### src/design/supply_seq_map.svh
`ifndef SUPPLY_SEQ_MAP_SVH
`define SUPPLY_SEQ_MAP_SVH

// Time base.
`define CLK_HZ 10000000
`define TICK_MS 1
`define CYC_PER_MS (`CLK_HZ / 1000 * `TICK_MS)

// Delays in milliseconds.
`define ACOK_ON_START_MS 11'd1000
`define ACOK_ON_DIP_MS 11'd50
`define ACOK_OFF_MS 11'd2
`define MAIN_ON_DLY_MS 11'd15
`define OFF_REST_MS 11'd1100
`define AC_MAIN_PRE_MS 11'd6
`define AC_SB_HOLD_MS 11'd16
`define PG_ON_MS 11'd200
`define LEAD_NONE_MS 11'd0
`define LEAD_WARN_MS 11'd2
`define LEAD_SB_MS 11'd10

// Share bus.
`define SHARE_BITS 8
`define TRIM_MAX 5'd25

// Register offsets and fields.
`define REG_CTRL 8'h00
`define REG_STATUS 8'h04
`define REG_SHARE 8'h08
`define CTRL_PERMIT_BIT 0
`define CTRL_RESET 1'b0
`endif

### src/design/supply_seq_pkg.sv
package supply_seq_pkg;
  typedef enum logic [1:0] {M_OFF, M_ON, M_WARN, M_REST} main_st_t;
  typedef enum logic [1:0] {SB_OFF, SB_ON, SB_REST} sb_st_t;
  typedef logic [1:0] htrans_t;
  typedef logic [10:0] ms_cnt_t;
endpackage

### src/design/tick_if.sv
`timescale 1ns/100ps
interface tick_if;
  logic ms_tick;
  modport src (output ms_tick);
  modport snk (input ms_tick);
endinterface

### src/design/ms_timebase.sv
`timescale 1ns/100ps
module ms_timebase #(
  parameter int unsigned CYC_PER_MS = 10000
) (
  input wire logic hclk,
  input wire logic hresetn,
  tick_if.src tk
);
  logic [15:0] div_q;

  // Divides the bus clock down to one pulse per millisecond.
  always_ff @(posedge hclk or negedge hresetn) begin
    if (!hresetn) begin
      div_q <= 16'h0000;
      tk.ms_tick <= 1'b0;
    end else if (div_q == 16'(CYC_PER_MS - 1)) begin
      div_q <= 16'h0000;
      tk.ms_tick <= 1'b1;
    end else begin
      div_q <= div_q + 16'h0001;
      tk.ms_tick <= 1'b0;
    end
  end
endmodule

### src/design/supply_output_sequencer.sv
`timescale 1ns/100ps
`include "supply_seq_map.svh"
module supply_output_sequencer #(
  parameter int unsigned CYC_PER_MS = `CYC_PER_MS
) (
  input wire logic hclk,
  input wire logic hresetn,
  input wire logic hsel,
  input wire logic [31:0] haddr,
  input wire supply_seq_pkg::htrans_t htrans,
  input wire logic hwrite,
  input wire logic [2:0] hsize,
  input wire logic [31:0] hwdata,
  input wire logic hready,
  output logic [31:0] hrdata,
  output logic hreadyout,
  output logic hresp,
  input wire logic inserted,
  input wire logic main_kill,
  input wire logic main_enable_n,
  input wire logic ac_in_range,
  input wire logic load_low,
  input wire logic overtemperature,
  input wire logic fan_fail,
  input wire logic standby_uv_ov,
  input wire logic main_oc_sw,
  input wire logic main_oc_hw,
  input wire logic main_ov,
  input wire logic sense_short,
  input wire logic [7:0] share_level,
  input wire logic share_bus_i,
  output logic share_bus_o,
  output logic share_bus_oe,
  input wire logic standby_permit_line_i,
  output logic standby_permit_line_o,
  output logic standby_permit_line_oe,
  output logic present_n_o,
  output logic present_n_oe,
  output logic power_good_o,
  output logic power_good_oe,
  output logic ac_good,
  output logic standby_en,
  output logic main_en,
  output logic [4:0] share_trim
);
  import supply_seq_pkg::*;

  tick_if tk ();
  ms_timebase #(.CYC_PER_MS(CYC_PER_MS)) u_timebase (
    .hclk(hclk),
    .hresetn(hresetn),
    .tk(tk.src)
  );
  logic tick;
  assign tick = tk.ms_tick;

  // Saturating millisecond count, so a long idle never wraps to zero.
  function automatic ms_cnt_t ms_inc(input ms_cnt_t c);
    return (c == 11'h7ff) ? c : c + 11'd1;
  endfunction

  // Every pin input except share_level passes two flops before any logic looks at it.
  logic [13:0] raw, s1_q, s2_q;
  assign raw = {inserted, main_kill, main_enable_n, ac_in_range, load_low,
                overtemperature, fan_fail, standby_uv_ov, main_oc_sw, main_oc_hw,
                main_ov, sense_short, share_bus_i, standby_permit_line_i};
  always_ff @(posedge hclk or negedge hresetn) begin
    if (!hresetn) begin
      s1_q <= 14'h0000;
      s2_q <= 14'h0000;
    end else begin
      s1_q <= raw;
      s2_q <= s1_q;
    end
  end
  logic ins_s, kill_s, en_n_s, ac_s, load_s, ot_s, fan_s, sbf_s;
  logic ocsw_s, ochw_s, ov_s, short_s, bus_s, line_s;
  assign {ins_s, kill_s, en_n_s, ac_s, load_s, ot_s, fan_s, sbf_s,
          ocsw_s, ochw_s, ov_s, short_s, bus_s, line_s} = s2_q;

  // AC good: start-up and dip delays differ, loss is filtered briefly.
  logic ac_good_q, ac_seen_q;
  ms_cnt_t acon_q, loss_q, acoff_q;
  always_ff @(posedge hclk or negedge hresetn) begin
    if (!hresetn) begin
      acon_q <= 11'd0;
      loss_q <= 11'd0;
      acoff_q <= 11'd0;
      ac_good_q <= 1'b0;
      ac_seen_q <= 1'b0;
    end else begin
      acon_q <= !ac_s ? 11'd0 : (tick ? ms_inc(acon_q) : acon_q);
      loss_q <= ac_s ? 11'd0 : (tick ? ms_inc(loss_q) : loss_q);
      acoff_q <= ac_good_q ? 11'd0 : (tick ? ms_inc(acoff_q) : acoff_q);
      if (ac_good_q && loss_q >= `ACOK_OFF_MS) begin
        ac_good_q <= 1'b0;
      end else if (acon_q >= (ac_seen_q ? `ACOK_ON_DIP_MS : `ACOK_ON_START_MS)) begin
        ac_good_q <= 1'b1;
        ac_seen_q <= 1'b1;
      end
    end
  end

  // Standby output: independent of the kill input.
  sb_st_t sb_q;
  ms_cnt_t sb_cnt_q;
  logic sb_on;
  assign sb_on = (sb_q == SB_ON);
  always_ff @(posedge hclk or negedge hresetn) begin
    if (!hresetn) begin
      sb_q <= SB_OFF;
      sb_cnt_q <= 11'd0;
    end else begin
      unique case (sb_q)
        SB_OFF: begin
          sb_cnt_q <= 11'd0;
          if (ac_good_q && !short_s) begin
            sb_q <= SB_ON;
          end
        end
        SB_ON: begin
          sb_cnt_q <= tick ? ms_inc(sb_cnt_q) : sb_cnt_q;
          if (short_s || (!ac_good_q && acoff_q >= `AC_SB_HOLD_MS)) begin
            sb_q <= SB_REST;
            sb_cnt_q <= 11'd0;
          end
        end
        SB_REST: begin
          sb_cnt_q <= tick ? ms_inc(sb_cnt_q) : sb_cnt_q;
          if (sb_cnt_q >= `OFF_REST_MS) begin
            sb_q <= SB_OFF;
          end
        end
        default: sb_q <= SB_OFF;
      endcase
    end
  end

  // Latched faults; the fault input wins over a clear in the same cycle.
  logic fault_q, fault_in, main_fault;
  assign main_fault = ocsw_s | ochw_s | ov_s;
  assign fault_in = main_fault | ot_s | fan_s | sbf_s | short_s;
  always_ff @(posedge hclk or negedge hresetn) begin
    if (!hresetn) begin
      fault_q <= 1'b0;
    end else if (fault_in) begin
      fault_q <= 1'b1;
    end else if (en_n_s) begin
      fault_q <= 1'b0;
    end
  end

  // Main output sequence. The enable input is active low; its pull-up
  // sits in the pad, so an open pin reads as disabled here too.
  logic run_ok;
  assign run_ok = sb_on && ac_good_q && !en_n_s && !kill_s && !fault_q;
  main_st_t m_q, m_d;
  ms_cnt_t m_cnt_q, lead_q, lead_d;
  always_comb begin
    m_d = m_q;
    lead_d = lead_q;
    unique case (m_q)
      M_OFF: begin
        if (run_ok && m_cnt_q >= `MAIN_ON_DLY_MS && sb_cnt_q >= `MAIN_ON_DLY_MS) begin
          m_d = M_ON;
        end
      end
      M_ON: begin
        if (kill_s || main_fault || !sb_on) begin
          m_d = M_REST;
        end else if (tick && (en_n_s || ot_s || fan_s)) begin // Tick aligned, so the lead is whole.
          m_d = M_WARN;
          lead_d = `LEAD_WARN_MS;
        end else if (tick && sbf_s) begin
          m_d = M_WARN;
          lead_d = `LEAD_SB_MS;
        end else if (tick && !ac_good_q && acoff_q >= `AC_MAIN_PRE_MS) begin
          m_d = M_WARN;
          lead_d = `LEAD_WARN_MS;
        end
      end
      M_WARN: begin
        if (kill_s || main_fault || m_cnt_q >= lead_q) begin
          m_d = M_REST;
        end
      end
      M_REST: begin
        if (m_cnt_q >= `OFF_REST_MS) begin
          m_d = M_OFF;
        end
      end
      default: m_d = M_OFF;
    endcase
  end

  // One counter shared by all states; it restarts on every state change and while M_OFF without run_ok.
  always_ff @(posedge hclk or negedge hresetn) begin
    if (!hresetn) begin
      m_q <= M_OFF;
      m_cnt_q <= 11'd0;
      lead_q <= `LEAD_NONE_MS;
    end else begin
      m_q <= m_d;
      lead_q <= lead_d;
      if (m_d != m_q || (m_q == M_OFF && !run_ok)) begin
        m_cnt_q <= 11'd0;
      end else if (tick) begin
        m_cnt_q <= ms_inc(m_cnt_q);
      end
    end
  end

  // Hot standby: entered only while on, with pin, low load and permission.
  logic permit_q, hs_q;
  always_ff @(posedge hclk or negedge hresetn) begin
    if (!hresetn) begin
      hs_q <= 1'b0;
    end else if (m_q != M_ON || !line_s || fault_q || !permit_q) begin
      hs_q <= 1'b0;
    end else if (load_s) begin
      hs_q <= 1'b1;
    end
  end

  // Current share: bit-serial arbitration, one bit per millisecond, MSB
  // first. A one is dominant (pulls low), so the largest current wins.
  logic share_conn, lost_q, master_q, drive_bit;
  logic [2:0] bit_q;
  logic [7:0] level_q;
  logic [4:0] trim_q;
  assign share_conn = (m_q == M_ON) && !fault_q && !hs_q;
  assign drive_bit = share_conn && level_q[bit_q] && !lost_q;
  always_ff @(posedge hclk or negedge hresetn) begin
    if (!hresetn) begin
      bit_q <= 3'd7;
      level_q <= 8'h00;
      lost_q <= 1'b0;
      master_q <= 1'b0;
      trim_q <= 5'd0;
    end else if (!share_conn) begin
      bit_q <= 3'd7;
      level_q <= share_level;
      lost_q <= 1'b0;
      master_q <= 1'b0;
      trim_q <= 5'd0;
    end else if (tick) begin
      lost_q <= lost_q | (!drive_bit && !bus_s);
      if (bit_q == 3'd0) begin
        // The trim rises one step per frame while losing and drops to zero on a win, so a slave eases up gently.
        master_q <= !(lost_q | (!drive_bit && !bus_s));
        if (lost_q | (!drive_bit && !bus_s)) begin
          trim_q <= (trim_q < `TRIM_MAX) ? trim_q + 5'd1 : trim_q;
        end else begin
          trim_q <= 5'd0;
        end
        lost_q <= 1'b0;
        level_q <= share_level;
        bit_q <= 3'd7;
      end else begin
        bit_q <= bit_q - 3'd1;
      end
    end
  end

  // Pin enables and output drivers, all registered; pin data outputs tied low.
  logic pg_good;
  assign pg_good = (m_q == M_ON) && sb_on && m_cnt_q >= `PG_ON_MS
                   && m_d == M_ON;
  always_ff @(posedge hclk or negedge hresetn) begin
    if (!hresetn) begin
      present_n_oe <= 1'b0;
      power_good_oe <= 1'b1;
      standby_permit_line_oe <= 1'b0;
      share_bus_oe <= 1'b0;
      ac_good <= 1'b0;
      standby_en <= 1'b0;
      main_en <= 1'b0;
      share_trim <= 5'd0;
    end else begin
      present_n_oe <= ins_s;
      power_good_oe <= !pg_good;
      standby_permit_line_oe <= fault_q;
      share_bus_oe <= drive_bit;
      ac_good <= ac_good_q;
      standby_en <= sb_on;
      main_en <= (m_q == M_ON || m_q == M_WARN) && !hs_q;
      share_trim <= trim_q;
    end
  end
  assign present_n_o = 1'b0;
  assign power_good_o = 1'b0;
  assign standby_permit_line_o = 1'b0;
  assign share_bus_o = 1'b0;

  // AHB-Lite slave: zero wait states, always OKAY, word registers.
  logic wr_q;
  logic [7:0] waddr_q;
  logic [31:0] rdata_q;
  logic take;
  assign take = hsel && hready && htrans[1];
  assign hreadyout = 1'b1;
  assign hresp = 1'b0;
  assign hrdata = rdata_q;

  function automatic logic [31:0] reg_read(input logic [7:0] a);
    unique case (a)
      `REG_CTRL: reg_read = {31'h00000000, permit_q};
      `REG_STATUS: reg_read = {22'h000000, m_q, hs_q, fault_q, !power_good_oe,
                               main_en, sb_on, ac_good_q, ins_s, master_q};
      `REG_SHARE: reg_read = {19'h00000, share_level, trim_q};
      default: reg_read = 32'h00000000;
    endcase
  endfunction

  // Write data lands in the data phase; reads capture state at address time.
  always_ff @(posedge hclk or negedge hresetn) begin
    if (!hresetn) begin
      wr_q <= 1'b0;
      waddr_q <= 8'h00;
      rdata_q <= 32'h00000000;
      permit_q <= `CTRL_RESET;
    end else begin
      wr_q <= take && hwrite;
      waddr_q <= haddr[7:0];
      if (take && !hwrite) begin
        rdata_q <= reg_read(haddr[7:0]);
      end
      if (wr_q && waddr_q == `REG_CTRL) begin
        permit_q <= hwdata[`CTRL_PERMIT_BIT];
      end
    end
  end
endmodule

### config.mk
export PLATFORM = sky130hd
export DESIGN_NAME = supply_output_sequencer
export DESIGN_NICKNAME = d
export VERILOG_FILES = /design/src/design/supply_seq_pkg.sv /design/src/design/tick_if.sv /design/src/design/ms_timebase.sv /design/src/design/supply_output_sequencer.sv
export VERILOG_INCLUDE_DIRS = /design/src /design/src/design
export SDC_FILE = /design/constraint.sdc
export NUM_CORES = 1
export LEC_CHECK = 0
export ABC_AREA = 1
export ABC_CLOCK_PERIOD_IN_PS = 4370
export BUFFER_PORTS_ARGS = -buffer_cell sky130_fd_sc_hd__buf_2
export CORE_ASPECT_RATIO = 1.5
export CORE_MARGIN = 8
export CORE_UTILIZATION = 60
export CTS_CLUSTER_DIAMETER = 120
export DETAILED_ROUTE_END_ITERATION = 10
export PLACE_DENSITY_LB_ADDON = 0.1
export SETUP_SLACK_MARGIN = 0.05
export SKIP_CTS_REPAIR_TIMING = 1
export SLEW_MARGIN = 10
export SYNTH_ARGS = -nofsm -noshare
export SYNTH_HDL_FRONTEND = slang
export SYNTH_HIERARCHICAL = 1
export SYNTH_SLANG_ARGS = --single-unit
### constraint.sdc
create_clock -name hclk -period 4.37 [get_ports hclk]
set_clock_uncertainty 0.1 [all_clocks]
set_input_delay 0.2185 -clock hclk [delete_from_list [all_inputs] [get_ports hclk]]
set_output_delay 0.2185 -clock hclk [all_outputs]
set_load 0.01 [all_outputs]
After elaboration in Yosys (flattened, before gate mapping)
Index checks and enable logic that the tools add are counted.
Storage, ports and cells
  logic and storage cells: 227
  output and inout bits: 50
  input bits: 96
  flip-flop bits (word level): 191
Operators by class
  reductions and logical operators: 78
  magnitude comparators: 12
  add/sub/neg operators: 8
  mux-type cells: 60
  bitwise gates (word level): 9
  eq/ne operators: 27
Operator list (number)
  $mux W11: 18
  $add A11 B1 Y11 const B: 5
  $eq A11 B11 Y1 const B: 5
  $pmux W13 S3: 1
  $pmux W11 S3: 1
  $logic_and A1 B1 Y1: 28
  $mux W5: 5
  $mux W8: 3
  $ge A11 B11 Y1 const B: 2
  $ge A11 B4 Y1 const B: 2
  $mux W2: 10
  $logic_not A1 Y1: 17
  $add A16 B1 Y16 const B: 1
  $eq A16 B14 Y1 const B: 1
  $logic_not A8 Y1: 2
  $mux W16: 1
  $mux W1: 14
  $ne A2 B2 Y1 const B: 6
  $reduce_and A2 Y1: 6
  $reduce_bool A2 Y1: 6
  $ge A11 B10 Y1: 1
  $ge A11 B11 Y1: 1
  $ge A11 B2 Y1 const B: 1
  $ge A11 B3 Y1 const B: 1
  other kinds (25): 56

Longest topological paths before layout
Gate-level depths: netlist of the first run.
  depth after elaboration: 13
  gate-level depth with buffers: 15
  mapped depth without buffers: 15

Hierarchy
Netlist of the first run, hierarchy kept.
By module, submodules not included
  supply_output_sequencer: seq. area each 3658.5 µm², area each 7150.6 µm², cells each 831, times used 1
  ms_timebase: seq. area each 425.4 µm², area each 882.1 µm², cells each 113, times used 1

Least setup slack after synthesis of the first run
OpenSTA, ideal clock, no wires.
  kind: reg-to-reg
  start point: register m_q[1]
  end point: register trim_q[2]
  stages on the path, launching flop included: 14
  buffers on the path: 0
  clock period less this slack: 1.905 ns
  library setup time: 0.126 ns
  required time: 4.144 ns
  setup slack: 2.465 ns
  arrival time: 1.679 ns
  cell sequence: dfrtp_1 inv_1 ha_1 inv_1 nor2_1 nand2_1 nor2_1 o211ai_1 nand2_1 nand2_1 nand4_1 nand2_2 nand2_1 o21ai_0
On the way
  word-level cells in the longest chain between the ends: 12
  elaborated cells on any way between the ends: 16
  those cells by class: eq/ne (4); mux (4); bitwise (1); reduce/logical (7)
RTL lines
  from (decl): line supply_output_sequencer.sv:157  | main_st_t m_q, m_d;
  from (signal assigned): line supply_output_sequencer.sv:203  | m_q <= m_d;
  $eq A2 B1 Y1 *: line supply_output_sequencer.sv:231  | assign share_conn = (m_q == M_ON) && !fault_q && !hs_q;
  $logic_and A1 B1 Y1 * (2 in series): line supply_output_sequencer.sv:231
  $logic_and A1 B1 Y1 (2 in series): line supply_output_sequencer.sv:232  | assign drive_bit = share_conn && level_q[bit_q] && !lost_q;
  $logic_not A1 Y1: line supply_output_sequencer.sv:251  | if (lost_q | (!drive_bit && !bus_s)) begin
  $logic_and A1 B1 Y1: line supply_output_sequencer.sv:251
  $or A1 B1 Y1: line supply_output_sequencer.sv:251
  $mux W5: line supply_output_sequencer.sv:251
  $mux W5: line supply_output_sequencer.sv:248  | if (bit_q == 3'd0) begin
  $mux W5: line supply_output_sequencer.sv:246  | end else if (tick) begin
  $mux W5: line supply_output_sequencer.sv:240  | end else if (!share_conn) begin
  to (signal assigned): line supply_output_sequencer.sv:252  | trim_q <= (trim_q < `TRIM_MAX) ? trim_q + 5'd1 : trim_q;
  to (decl): line supply_output_sequencer.sv:230  | logic [4:0] trim_q;
Every way passes the cells marked *; elsewhere a longest branch is shown, timed or not. The select of a mux whose other input is x is not followed.
A chain may end at the register's enable or synchronous reset.

Worst setup path in the final report of the first run
  start point: register m_q[1]
  end point: register level_q[3]
On the way
  word-level cells in the longest chain between the ends: 5
  elaborated cells on any way between the ends: 7
  those cells by class: eq/ne (3); mux (1); reduce/logical (3)
RTL lines
  $eq A2 B1 Y1 *: line supply_output_sequencer.sv:231
  $logic_and A1 B1 Y1 * (2 in series): line supply_output_sequencer.sv:231
  $ne A2 B1 Y1 (no source line)
  $reduce_and A2 Y1 (no source line)
  to (signal assigned): line supply_output_sequencer.sv:242  | level_q <= share_level;
  to (signal assigned): line supply_output_sequencer.sv:257  | level_q <= share_level;
  to (decl): line supply_output_sequencer.sv:229  | logic [7:0] level_q;
Every way passes the cells marked *; elsewhere a longest branch is shown, timed or not.

==> results.json, run 1 <==
{
  "fin_ws_ps": 1970,
  "routed_wl_um": 17200,
  "grt_antenna_before_repair": 0,
  "min-delay-path-class": "in2reg",
  "slew_viol_final": 0,
  "via_per_inst": 5.26,
  "setup_viol": 0,
  "initial_core_util": 0.605,
  "place.gp.congestion": 0.833,
  "ys_seq_elements": 163,
  "finalPower_mw": 3.11,
  "pwr_density_cell_nw_per_um2": 334,
  "multiInputGateArea_um2": 3290,
  "cp_max_fo": 16,
  "grt_pass1_vias": 6405,
  "r2r_setup_slack_ps": 1970,
  "avgSynthCellArea_um2": 8.51,
  "n_antenna_cell": 0,
  "drt_iter0_drc": 280,
  "ys_seq_area_frac": 0.508,
  "max_freq_mhz": 417,
  "via_count": 6425,
  "tightest_slew_ps": 771,
  "chipHeight_um": 158,
  "period_minus_slack_ps": 2400,
  "grt_usage": 0.203,
  "syn_area_um2": 8030,
  "ir_worst_vdd_v": 0.000221,
  "cts.clk_slew.worst_paths_ps": 70,
  "worst_ep_required_time_ps": 4560,
  "cts-root-buf": "clkbuf_16",
  "cts_tree": "done",
  "drc": 0,
  "yosys_warnings": 6,
  "rows": 52,
  "clock_latency_ps": 430,
  "clock-sinks": 163,
  "fillerInstances": 1066,
  "wl_per_cell_um": 14.1,
  "drtPass1Iterations": 4,
  "end_kind": "flip-flop",
  "cp.arrival_ps": 2590,
  "layout.nets": 1171,
  "grt_overflow_total": 0,
  "final-seq-area_um2": 4080,
  "die-width_um": 110,
  "p_leak_nw": 4.52,
  "slew_headroom": 0.486,
  "numCtsBuffers": 17,
  "grt_pass1_wl_um": 28900,
  "cts.path.max_buffers": 2,
  "design.die.area_um2": 17400,
  "final_antenna_net_count": 0,
  "fin_crit_sh": 0.549,
  "core_area_um2": 13300,
  "worst_setup_path_start_kind": "flip-flop",
  "cap_violations": 0,
  "setup_tns_ps": 0,
  "drive_above_1_share": 0.127,
  "status": "finished, violations left",
  "violations": "hold timing",
  "hpwlAfterDp_um": 12500,
  "critical_path_class": "reg2reg",
  "dp_slack_ps": 2000,
  "io_buffers": 61,
  "hold_viol": 1,
  "grt_max_degree": 86,
  "holdWs_ps": -3.48,
  "rsz0062_at_grt": "no",
  "layout-area-overhead-vs-synth_pct": 15.9,
  "synth_cell_types": 45,
  "h-tree-depth": 4,
  "io_pins": 146,
  "syn_inst": 944
}
[power breakdown]
group,switching (mW),internal (mW),total (mW)
Sequential,0.00969,1.53,1.54
Combinational,0.0649,0.0354,0.100
Clock,0.681,0.784,1.47
Total,0.756,2.35,3.11
[sequential cells by signal, indices dropped and copies added (netlist names), 3 cells and up]
register	count
acoff_q	11
acon_q	11
bit_q	3
hrdata	13
level_q	8
loss_q	11
m_cnt_q	11
s1_q	14
s2_q	14
sb_cnt_q	11
share_trim	5
trim_q	5
u_timebase/div_q	16
waddr_q	8
[routing by layer]
| layer | routed length [um] | up-vias | share of wire | global-route usage |
|---|---|---|---|---|
| li1 | - | 3207 | - | - |
| met1 | 6770 | 3041 | 0.39 | 0.213 |
| met2 | 9370 | 139 | 0.54 | 0.378 |
| met3 | 601 | 38 | 0.035 | 0.0410 |
| met4 | 486 | 0 | 0.028 | 0.0956 |
| met5 | 0 | - | 0 | 0 |
[cells in the mapped netlist, drive strengths merged]
cell,number,area (um^2)
clkbuf,5,18.8
o21ai,63,315
o211ai,4,30.0
dfstp,4,105
dfrtp,159,3980
inv,143,537
nand2,192,741
and2,1,6.26
o31ai,3,22.5
a221oi,2,17.5
ha,29,363
o211a,1,10.0
nor3,23,135
o41ai,1,8.76
a211oi,1,7.51
nor2,113,462
nand4,22,138
buf,26,193
o21bai,1,7.51
a21boi,1,7.51
a22oi,1,7.51
nand3b,3,22.5
o21a,1,7.51
nor4,7,43.8
xnor2,3,26.3
nor3b,2,15.0
conb,2,7.51
and3,2,12.5
or2,1,6.26
o22ai,16,100
nand3,56,285
a21oi,30,173
a31oi,2,12.5
xor2,24,210
[cells in the final DEF (no fill, tap or decap), types with 25 or more instances in the layout]
| master | count |
|---|---|
| dfrtp_1 | 159 |
| dlygate4sd3_1 | 28 |
| o21ai_0 | 59 |
| nor2_1 | 102 |
| ha_1 | 29 |
| nand2_1 | 186 |
| nand3_1 | 55 |
| buf_2 | 60 |
| inv_1 | 135 |
| a21oi_1 | 26 |
| conb_1 | 25 |
[kinds of logic after synthesis]
group	after synthesis	share of synthesized area
adder cells (fa/ha/maj)	29	0.0452
buffers and inverters	174	0.0931
AO/OA/AOI/OAI	127	0.0905
XOR/XNOR	27	0.0294
other	2	0.000935
AND/OR/NAND/NOR	422	0.232
flip-flops	163	0.508
[through the flow]
stage	utilization	instances	instance area, um^2
after CTS	0.680	1193	9030
final	0.702	1221	9310
after global routing	0.702	1221	9310
after detailed placement	0.636	1161	8440
after global placement	0.636	1161	8440
after floorplan	-	967	8120
[final timing paths]
kind,startpoint,end,depth (start not counted)
max,m_q[1]$_DFF_PN0_,level_q[3]$_DFFE_PN0P_,10
min,share_level[5],hrdata[10]$_DFFE_PN0P_,3
max reg2reg,m_q[1]$_DFF_PN0_,level_q[3]$_DFFE_PN0P_,10
min reg2reg,s1_q[12]$_DFF_PN0_,s2_q[12]$_DFF_PN0_,0
max in group asynchronous,hresetn,loss_q[0]$_DFFE_PN0P_,3
min in group asynchronous,hresetn,u_timebase/div_q[7]$_DFF_PN0_,2
[critical path: stages, from the launching register on]
cell	delay, ps
dfrtp_1	450
inv_1	130
ha_1	240
inv_1	180
nor2_1	60
nand2_1	140
inv_1	150
o21ai_1	280
inv_1	320
nand2_1	120
o21ai_0	90
[layout make-up]
class / instances / share of cell area
clock buffer: 18 / 0.0472
clock inverter: 14 / 0.0167
inverter: 143 / 0.0576
multi-input combinational: 630 / 0.353
sequential: 163 / 0.439
tap: 162 / 0.0218
timing repair buffer: 91 / 0.0652
(Power assumes the default switching activity.)
==> inputs of run 2 (changes only) <==
--- a/config.mk
+++ b/config.mk
@@ -7,11 +7,11 @@
 export NUM_CORES = 1
 export LEC_CHECK = 0
 export ABC_AREA = 1
-export ABC_CLOCK_PERIOD_IN_PS = 4370
+export ABC_CLOCK_PERIOD_IN_PS = 2240
 export BUFFER_PORTS_ARGS = -buffer_cell sky130_fd_sc_hd__buf_2
 export CORE_ASPECT_RATIO = 1.5
 export CORE_MARGIN = 8
-export CORE_UTILIZATION = 60
+export CORE_UTILIZATION = 56
 export CTS_CLUSTER_DIAMETER = 120
 export DETAILED_ROUTE_END_ITERATION = 10
 export PLACE_DENSITY_LB_ADDON = 0.1
==> constraint.sdc (replaced) <==
create_clock -name hclk -period 2.24 [get_ports hclk]
set_clock_uncertainty 0.1 [all_clocks]
set_input_delay 0.112 -clock hclk [delete_from_list [all_inputs] [get_ports hclk]]
set_output_delay 0.112 -clock hclk [all_outputs]
set_load 0.01 [all_outputs]
==> results.json, run 2 (synthesized netlist as in run 1, its figures left out) <==
{
  "status": "finished clean",
  "cts.clk_slew.worst_paths_ps": 70,
  "fillerInstances": 1123,
  "clock_latency_ps": 420,
  "cts-root-buf": "clkbuf_16",
  "ir_worst_vdd_v": 0.000503,
  "cts_tree": "done",
  "die-width_um": 114,
  "grt_pass1_vias": 6282,
  "cp_max_fo": 6,
  "design_area_um2": 9670,
  "drc": 0,
  "grt_overflow_total": 0,
  "layout-area-overhead-vs-synth_pct": 20.3,
  "critical_path_class": "reg2reg",
  "io_buffers": 61,
  "period_minus_slack_ps": 2070,
  "core_area_um2": 14000,
  "routed_wl_um": 17900,
  "clock-sinks": 163,
  "max_freq_mhz": 483,
  "p_leak_nw": 4.67,
  "setup_viol": 0,
  "cpPeakStageDelay_ps": 410,
  "path_common_cell": "nand2_1",
  "final_antenna_net_count": 0,
  "worst_ep_required_time_ps": 2490,
  "slew_viol_final": 0,
  "chipHeight_um": 163,
  "largest_reg_flops": 16,
  "slowest_stage": "dfrtp_1",
  "grt_pass1_wl_um": 28600,
  "via_count": 6463,
  "finalPower_mw": 6.16,
  "final-seq-area_um2": 4080,
  "mostFrequentLayoutCells": "nand2_1 (182), dfrtp_1 (159), inv_1 (133), nor2_1 (96), buf_2 (60)",
  "placed_cells": 1210,
  "end_kind": "flip-flop",
  "numCtsBuffers": 17,
  "drt_iter0_drc": 325,
  "layout.cells.non_filler": 1280,
  "drtPass1Iterations": 4,
  "io_pins": 146,
  "drive_above_1_share": 0.158,
  "hpwlAfterDp_um": 12800,
  "grt_antenna_before_repair": 0,
  "grt_max_degree": 60,
  "rows": 53,
  "final_common_cell": "nand2_1",
  "largest_register": "u_timebase/div_q",
  "placed_area_um2": 8640,
  "grt_usage": 0.192,
  "pwr_density_cell_nw_per_um2": 637,
  "via_per_inst": 5.05,
  "slew_headroom": 0.613,
  "rsz0062_at_grt": "yes",
  "path_cells": "inv_1 -> ha_2 -> nor2_1 -> nand2_1 -> nand2_1 -> nand2_1 -> nand2_1 -> nand2_1 -> nand2_1 -> nor2_4 -> nand2_4 -> a21oi_2",
  "hold_viol": 0,
  "cap_violations": 0,
  "design.die.area_um2": 18500,
  "place.gp.congestion": 0.863,
  "tightest_slew_ps": 577,
  "wl_per_cell_um": 14.0,
  "initial_core_util": 0.574,
  "n_antenna_cell": 0,
  "layout.nets": 1200,
  "multiInputGateArea_um2": 3360,
  "largestRegisters": "u_timebase/div_q x16, s1_q x14, s2_q x14",
  "cts.path.max_buffers": 2,
  "fin_crit_sh": 0.924,
  "cp.arrival_ps": 2320,
  "worst_setup_path_start_kind": "flip-flop",
  "h-tree-depth": 4,
  "min-delay-path-class": "in2async"
}
## run 2: changes by cell type in the layout (fill, tap and decap cells not counted), sizes merged
cell / previous run / this run
clkinvlp: 0 / 3
nand2: 192 / 194
bufinv: 0 / 2
dlygate4sd3: 28 / 34
clkinv: 5 / 2
inv: 152 / 150
buf: 63 / 84
## run 2: critical path, delay by kind of cell (launching register included)
family / cells / cell delay [ps]
buffers and inverters: 1 / 200
flip-flops: 1 / 410
AND/OR/NAND/NOR: 9 / 900
AO/OA/AOI/OAI: 1 / 110
adder cells (fa/ha/maj): 1 / 270
## run 2: final cells by class
type / count / share of cell area
Clock buffer: 18 / 0.0444
Timing Repair Buffer: 118 / 0.0879
Multi-Input combinational cell: 632 / 0.348
Clock inverter: 14 / 0.0172
Sequential cell: 163 / 0.422
Inverter: 143 / 0.0555
Tap cell: 192 / 0.0249
## run 2: through the flow
step / setup WS (ps) / setup TNS [ps] / hold slack [ps] / utilization
4_1_cts: 141 / 0 / -432 / 0.660
3_3_place_gp: 195 / 0 / 26.3 / 0.618
3_5_place_dp: 149 / 0 / 21.6 / 0.618
6_report: 170 / 0 / 121 / 0.691
5_1_grt: -5.43 / -8.09 / 188 / 0.691
2_1_floorplan: 335 / 0 / -284 / -
## run 2: report_power, final
group	switching (mW)	internal, mW	leakage, nW
Clock	1.25	1.68	0.282
Sequential	0.0178	2.99	2.13
Combinational	0.137	0.0873	2.25
## run 2: path summary, 6_finish.rpt
kind	end	cells past startpoint	from	slack, ps
worst max-delay path	m_cnt_q[1]$_DFFE_PN0P_	12	m_q[0]$_DFF_PN0_	170
worst min-delay path	share_trim[3]$_DFF_PN0_	2	hresetn	120
worst max register to register	m_cnt_q[1]$_DFFE_PN0P_	12	m_q[0]$_DFF_PN0_	170
worst min register to register	s2_q[12]$_DFF_PN0_	0	s1_q[12]$_DFF_PN0_	250
max in group asynchronous	bit_q[2]$_DFFE_PN1P_	3	hresetn	1250
min in group hclk	hrdata[1]$_DFFE_PN0P_	6	htrans[1]	170
## run 2: per-layer routing
layer | up-vias | track usage | share of wire
li1 | 3268 | - | -
met1 | 3045 | 0.211 | 0.40
met2 | 124 | 0.353 | 0.54
met3 | 26 | 0.0375 | 0.032
met4 | 0 | 0.0742 | 0.020
met5 | - | 0 | 0
==> inputs of run 3 (changes only) <==
--- a/config.mk
+++ b/config.mk
@@ -7,7 +7,7 @@
 export NUM_CORES = 1
 export LEC_CHECK = 0
 export ABC_AREA = 1
-export ABC_CLOCK_PERIOD_IN_PS = 2240
+export ABC_CLOCK_PERIOD_IN_PS = 2300
 export BUFFER_PORTS_ARGS = -buffer_cell sky130_fd_sc_hd__buf_2
 export CORE_ASPECT_RATIO = 1.5
 export CORE_MARGIN = 8
@@ -17,7 +17,6 @@
 export PLACE_DENSITY_LB_ADDON = 0.1
 export SETUP_SLACK_MARGIN = 0.05
 export SKIP_CTS_REPAIR_TIMING = 1
-export SLEW_MARGIN = 10
 export SYNTH_ARGS = -nofsm -noshare
 export SYNTH_HDL_FRONTEND = slang
 export SYNTH_HIERARCHICAL = 1
==> constraint.sdc (replaced) <==
create_clock -name hclk -period 2.3 [get_ports hclk]
set_clock_uncertainty 0.1 [all_clocks]
set_input_delay 0.115 -clock hclk [delete_from_list [all_inputs] [get_ports hclk]]
set_output_delay 0.115 -clock hclk [all_outputs]
set_load 0.01 [all_outputs]
==> results.json, run 3 (synthesized netlist as in run 1, its figures left out) <==
{
  "worst_setup_path_start_kind": "flip-flop",
  "status": "finished clean",
  "path_common_cell": "nand2_1",
  "clock-sinks": 163,
  "ir_worst_vdd_v": 0.000498,
  "fillerInstances": 1129,
  "worst-path-buf-inv": 1,
  "via_per_inst": 5.05,
  "path_cells": "ha_1 -> inv_1 -> nor2_2 -> nor2_1 -> nand2_1 -> nand3_2 -> nand2_1 -> nand2_1 -> nand2_2 -> nand2_1 -> nand2_1 -> nor2_4 -> nand2_4 -> nor2_2",
  "cpPeakStageDelay_ps": 440,
  "hpwlAfterDp_um": 12800,
  "via_count": 6448,
  "grt_max_degree": 61,
  "fin_crit_sh": 0.904,
  "rows": 53,
  "setup_tns_ps": 0,
  "pwr_density_cell_nw_per_um2": 624,
  "cp-startpoint": "m_cnt_q[0]$_DFFE_PN0P_",
  "tightest_slew_ps": 579,
  "placed_area_um2": 8620,
  "layout.nets": 1199,
  "largest_reg_flops": 16,
  "min-delay-path-class": "in2async",
  "slew_viol_final": 0,
  "hold_viol": 0,
  "cts.path.max_buffers": 2,
  "io_pins": 146,
  "cp_top_family": "simple AND/OR/NAND/NOR gates",
  "die-width_um": 114,
  "cts.clk_slew.worst_paths_ps": 60,
  "grt_pass1_vias": 6322,
  "grt_pass1_wl_um": 29200,
  "p_leak_nw": 4.66,
  "clock_latency_ps": 430,
  "fin_ws_ps": 222,
  "n_antenna_cell": 0,
  "numCtsBuffers": 17,
  "mostFrequentLayoutCells": "nand2_1 (182), dfrtp_1 (157), inv_1 (133), nor2_1 (99), buf_2 (60)",
  "place.gp.congestion": 0.846,
  "io_buffers": 61,
  "slowest_stage": "dfrtp_2",
  "setup_viol": 0,
  "grt_overflow_total": 0,
  "slew_headroom": 0.614,
  "design_area_um2": 9650,
  "worst_ep_required_time_ps": 2560,
  "drt_iter0_drc": 305,
  "drive_above_1_share": 0.157,
  "final_antenna_net_count": 0,
  "r2r-start": "m_cnt_q[0]$_DFFE_PN0P_",
  "initial_core_util": 0.574,
  "finalPower_mw": 6.03,
  "layout-area-overhead-vs-synth_pct": 20.2,
  "wl_per_cell_um": 13.9,
  "end_kind": "flip-flop",
  "grt_usage": 0.197,
  "dp_slack_ps": 156,
  "rsz0062_at_grt": "yes",
  "final_common_cell": "nand2_1",
  "cp.arrival_ps": 2340,
  "drtPass1Iterations": 4,
  "cts-root-buf": "clkbuf_16",
  "period_minus_slack_ps": 2080,
  "critical_path_class": "reg2reg",
  "routed_wl_um": 17800,
  "chipHeight_um": 163,
  "largest_register": "u_timebase/div_q",
  "drc": 0,
  "cap_violations": 0,
  "max_freq_mhz": 481,
  "core_area_um2": 14000,
  "cp_max_fo": 6,
  "h-tree-depth": 4,
  "largestRegisters": "u_timebase/div_q x16, s1_q x14, s2_q x14",
  "cts_tree": "done",
  "design.die.area_um2": 18500,
  "grt_antenna_before_repair": 0
}
[run 3: cell count changes in the layout (fill, tap and decap cells not counted), moves of 2 or more]
cell      delta
nor2_1       +3
clkinv_2     +2
dfrtp_2      +2
dfrtp_1      -2
nor2_2       -2
inv_6        -2
[run 3: power breakdown]
group	switching (mW)	leakage, nW	internal (mW)
Sequential	0.0167	2.13	2.91
Clock	1.17	0.292	1.72
Combinational	0.131	2.24	0.0815
Total	1.32	4.66	4.71
[run 3: final cells by class]
| cell class | instances | area [um^2] | area share |
|---|---|---|---|
| flip-flops and latches | 163 | 4090 | 0.423 |
| multi-input cells | 631 | 3350 | 0.347 |
| repair buffers | 118 | 837 | 0.0867 |
| inverters | 143 | 537 | 0.0556 |
| clock buffers | 17 | 425 | 0.0441 |
| well taps | 192 | 240 | 0.0249 |
| clock inverters | 14 | 179 | 0.0185 |
[run 3: per-layer routing]
layer / global-route usage / part of all wire / vias to the layer above
met4: 0.0918 / 0.027 / 0
met5: 0 / 0 / -
met2: 0.350 / 0.53 / 114
met1: 0.218 / 0.41 / 3044
li1: - / - / 3258
met3: 0.0416 / 0.035 / 32
[run 3: metrics by stage]
step | std cells | hold WS (ps) | utilization
6_report | 1278 | 142 | 0.690
5_1_grt | 1278 | 167 | 0.690
4_1_cts | 1240 | -423 | 0.659
3_5_place_dp | 1209 | 34.8 | 0.616
3_3_place_gp | 1209 | 37.8 | 0.616
2_1_floorplan | 967 | -281 | -
[run 3: worst paths after layout]
check                                                to  slack [ps]  cells past startpoint
worst max-delay path             m_cnt_q[7]$_DFFE_PN0P_         220                     14
worst min-delay path              hrdata[0]$_DFFE_PN0P_         140                      2
worst max register to register   m_cnt_q[7]$_DFFE_PN0P_         220                     14
worst min register to register       s2_q[12]$_DFF_PN0_         250                      0
max in group asynchronous       power_good_oe$_DFF_PN1_        1200                      3
min in group hclk                 hrdata[6]$_DFFE_PN0P_         140                      6
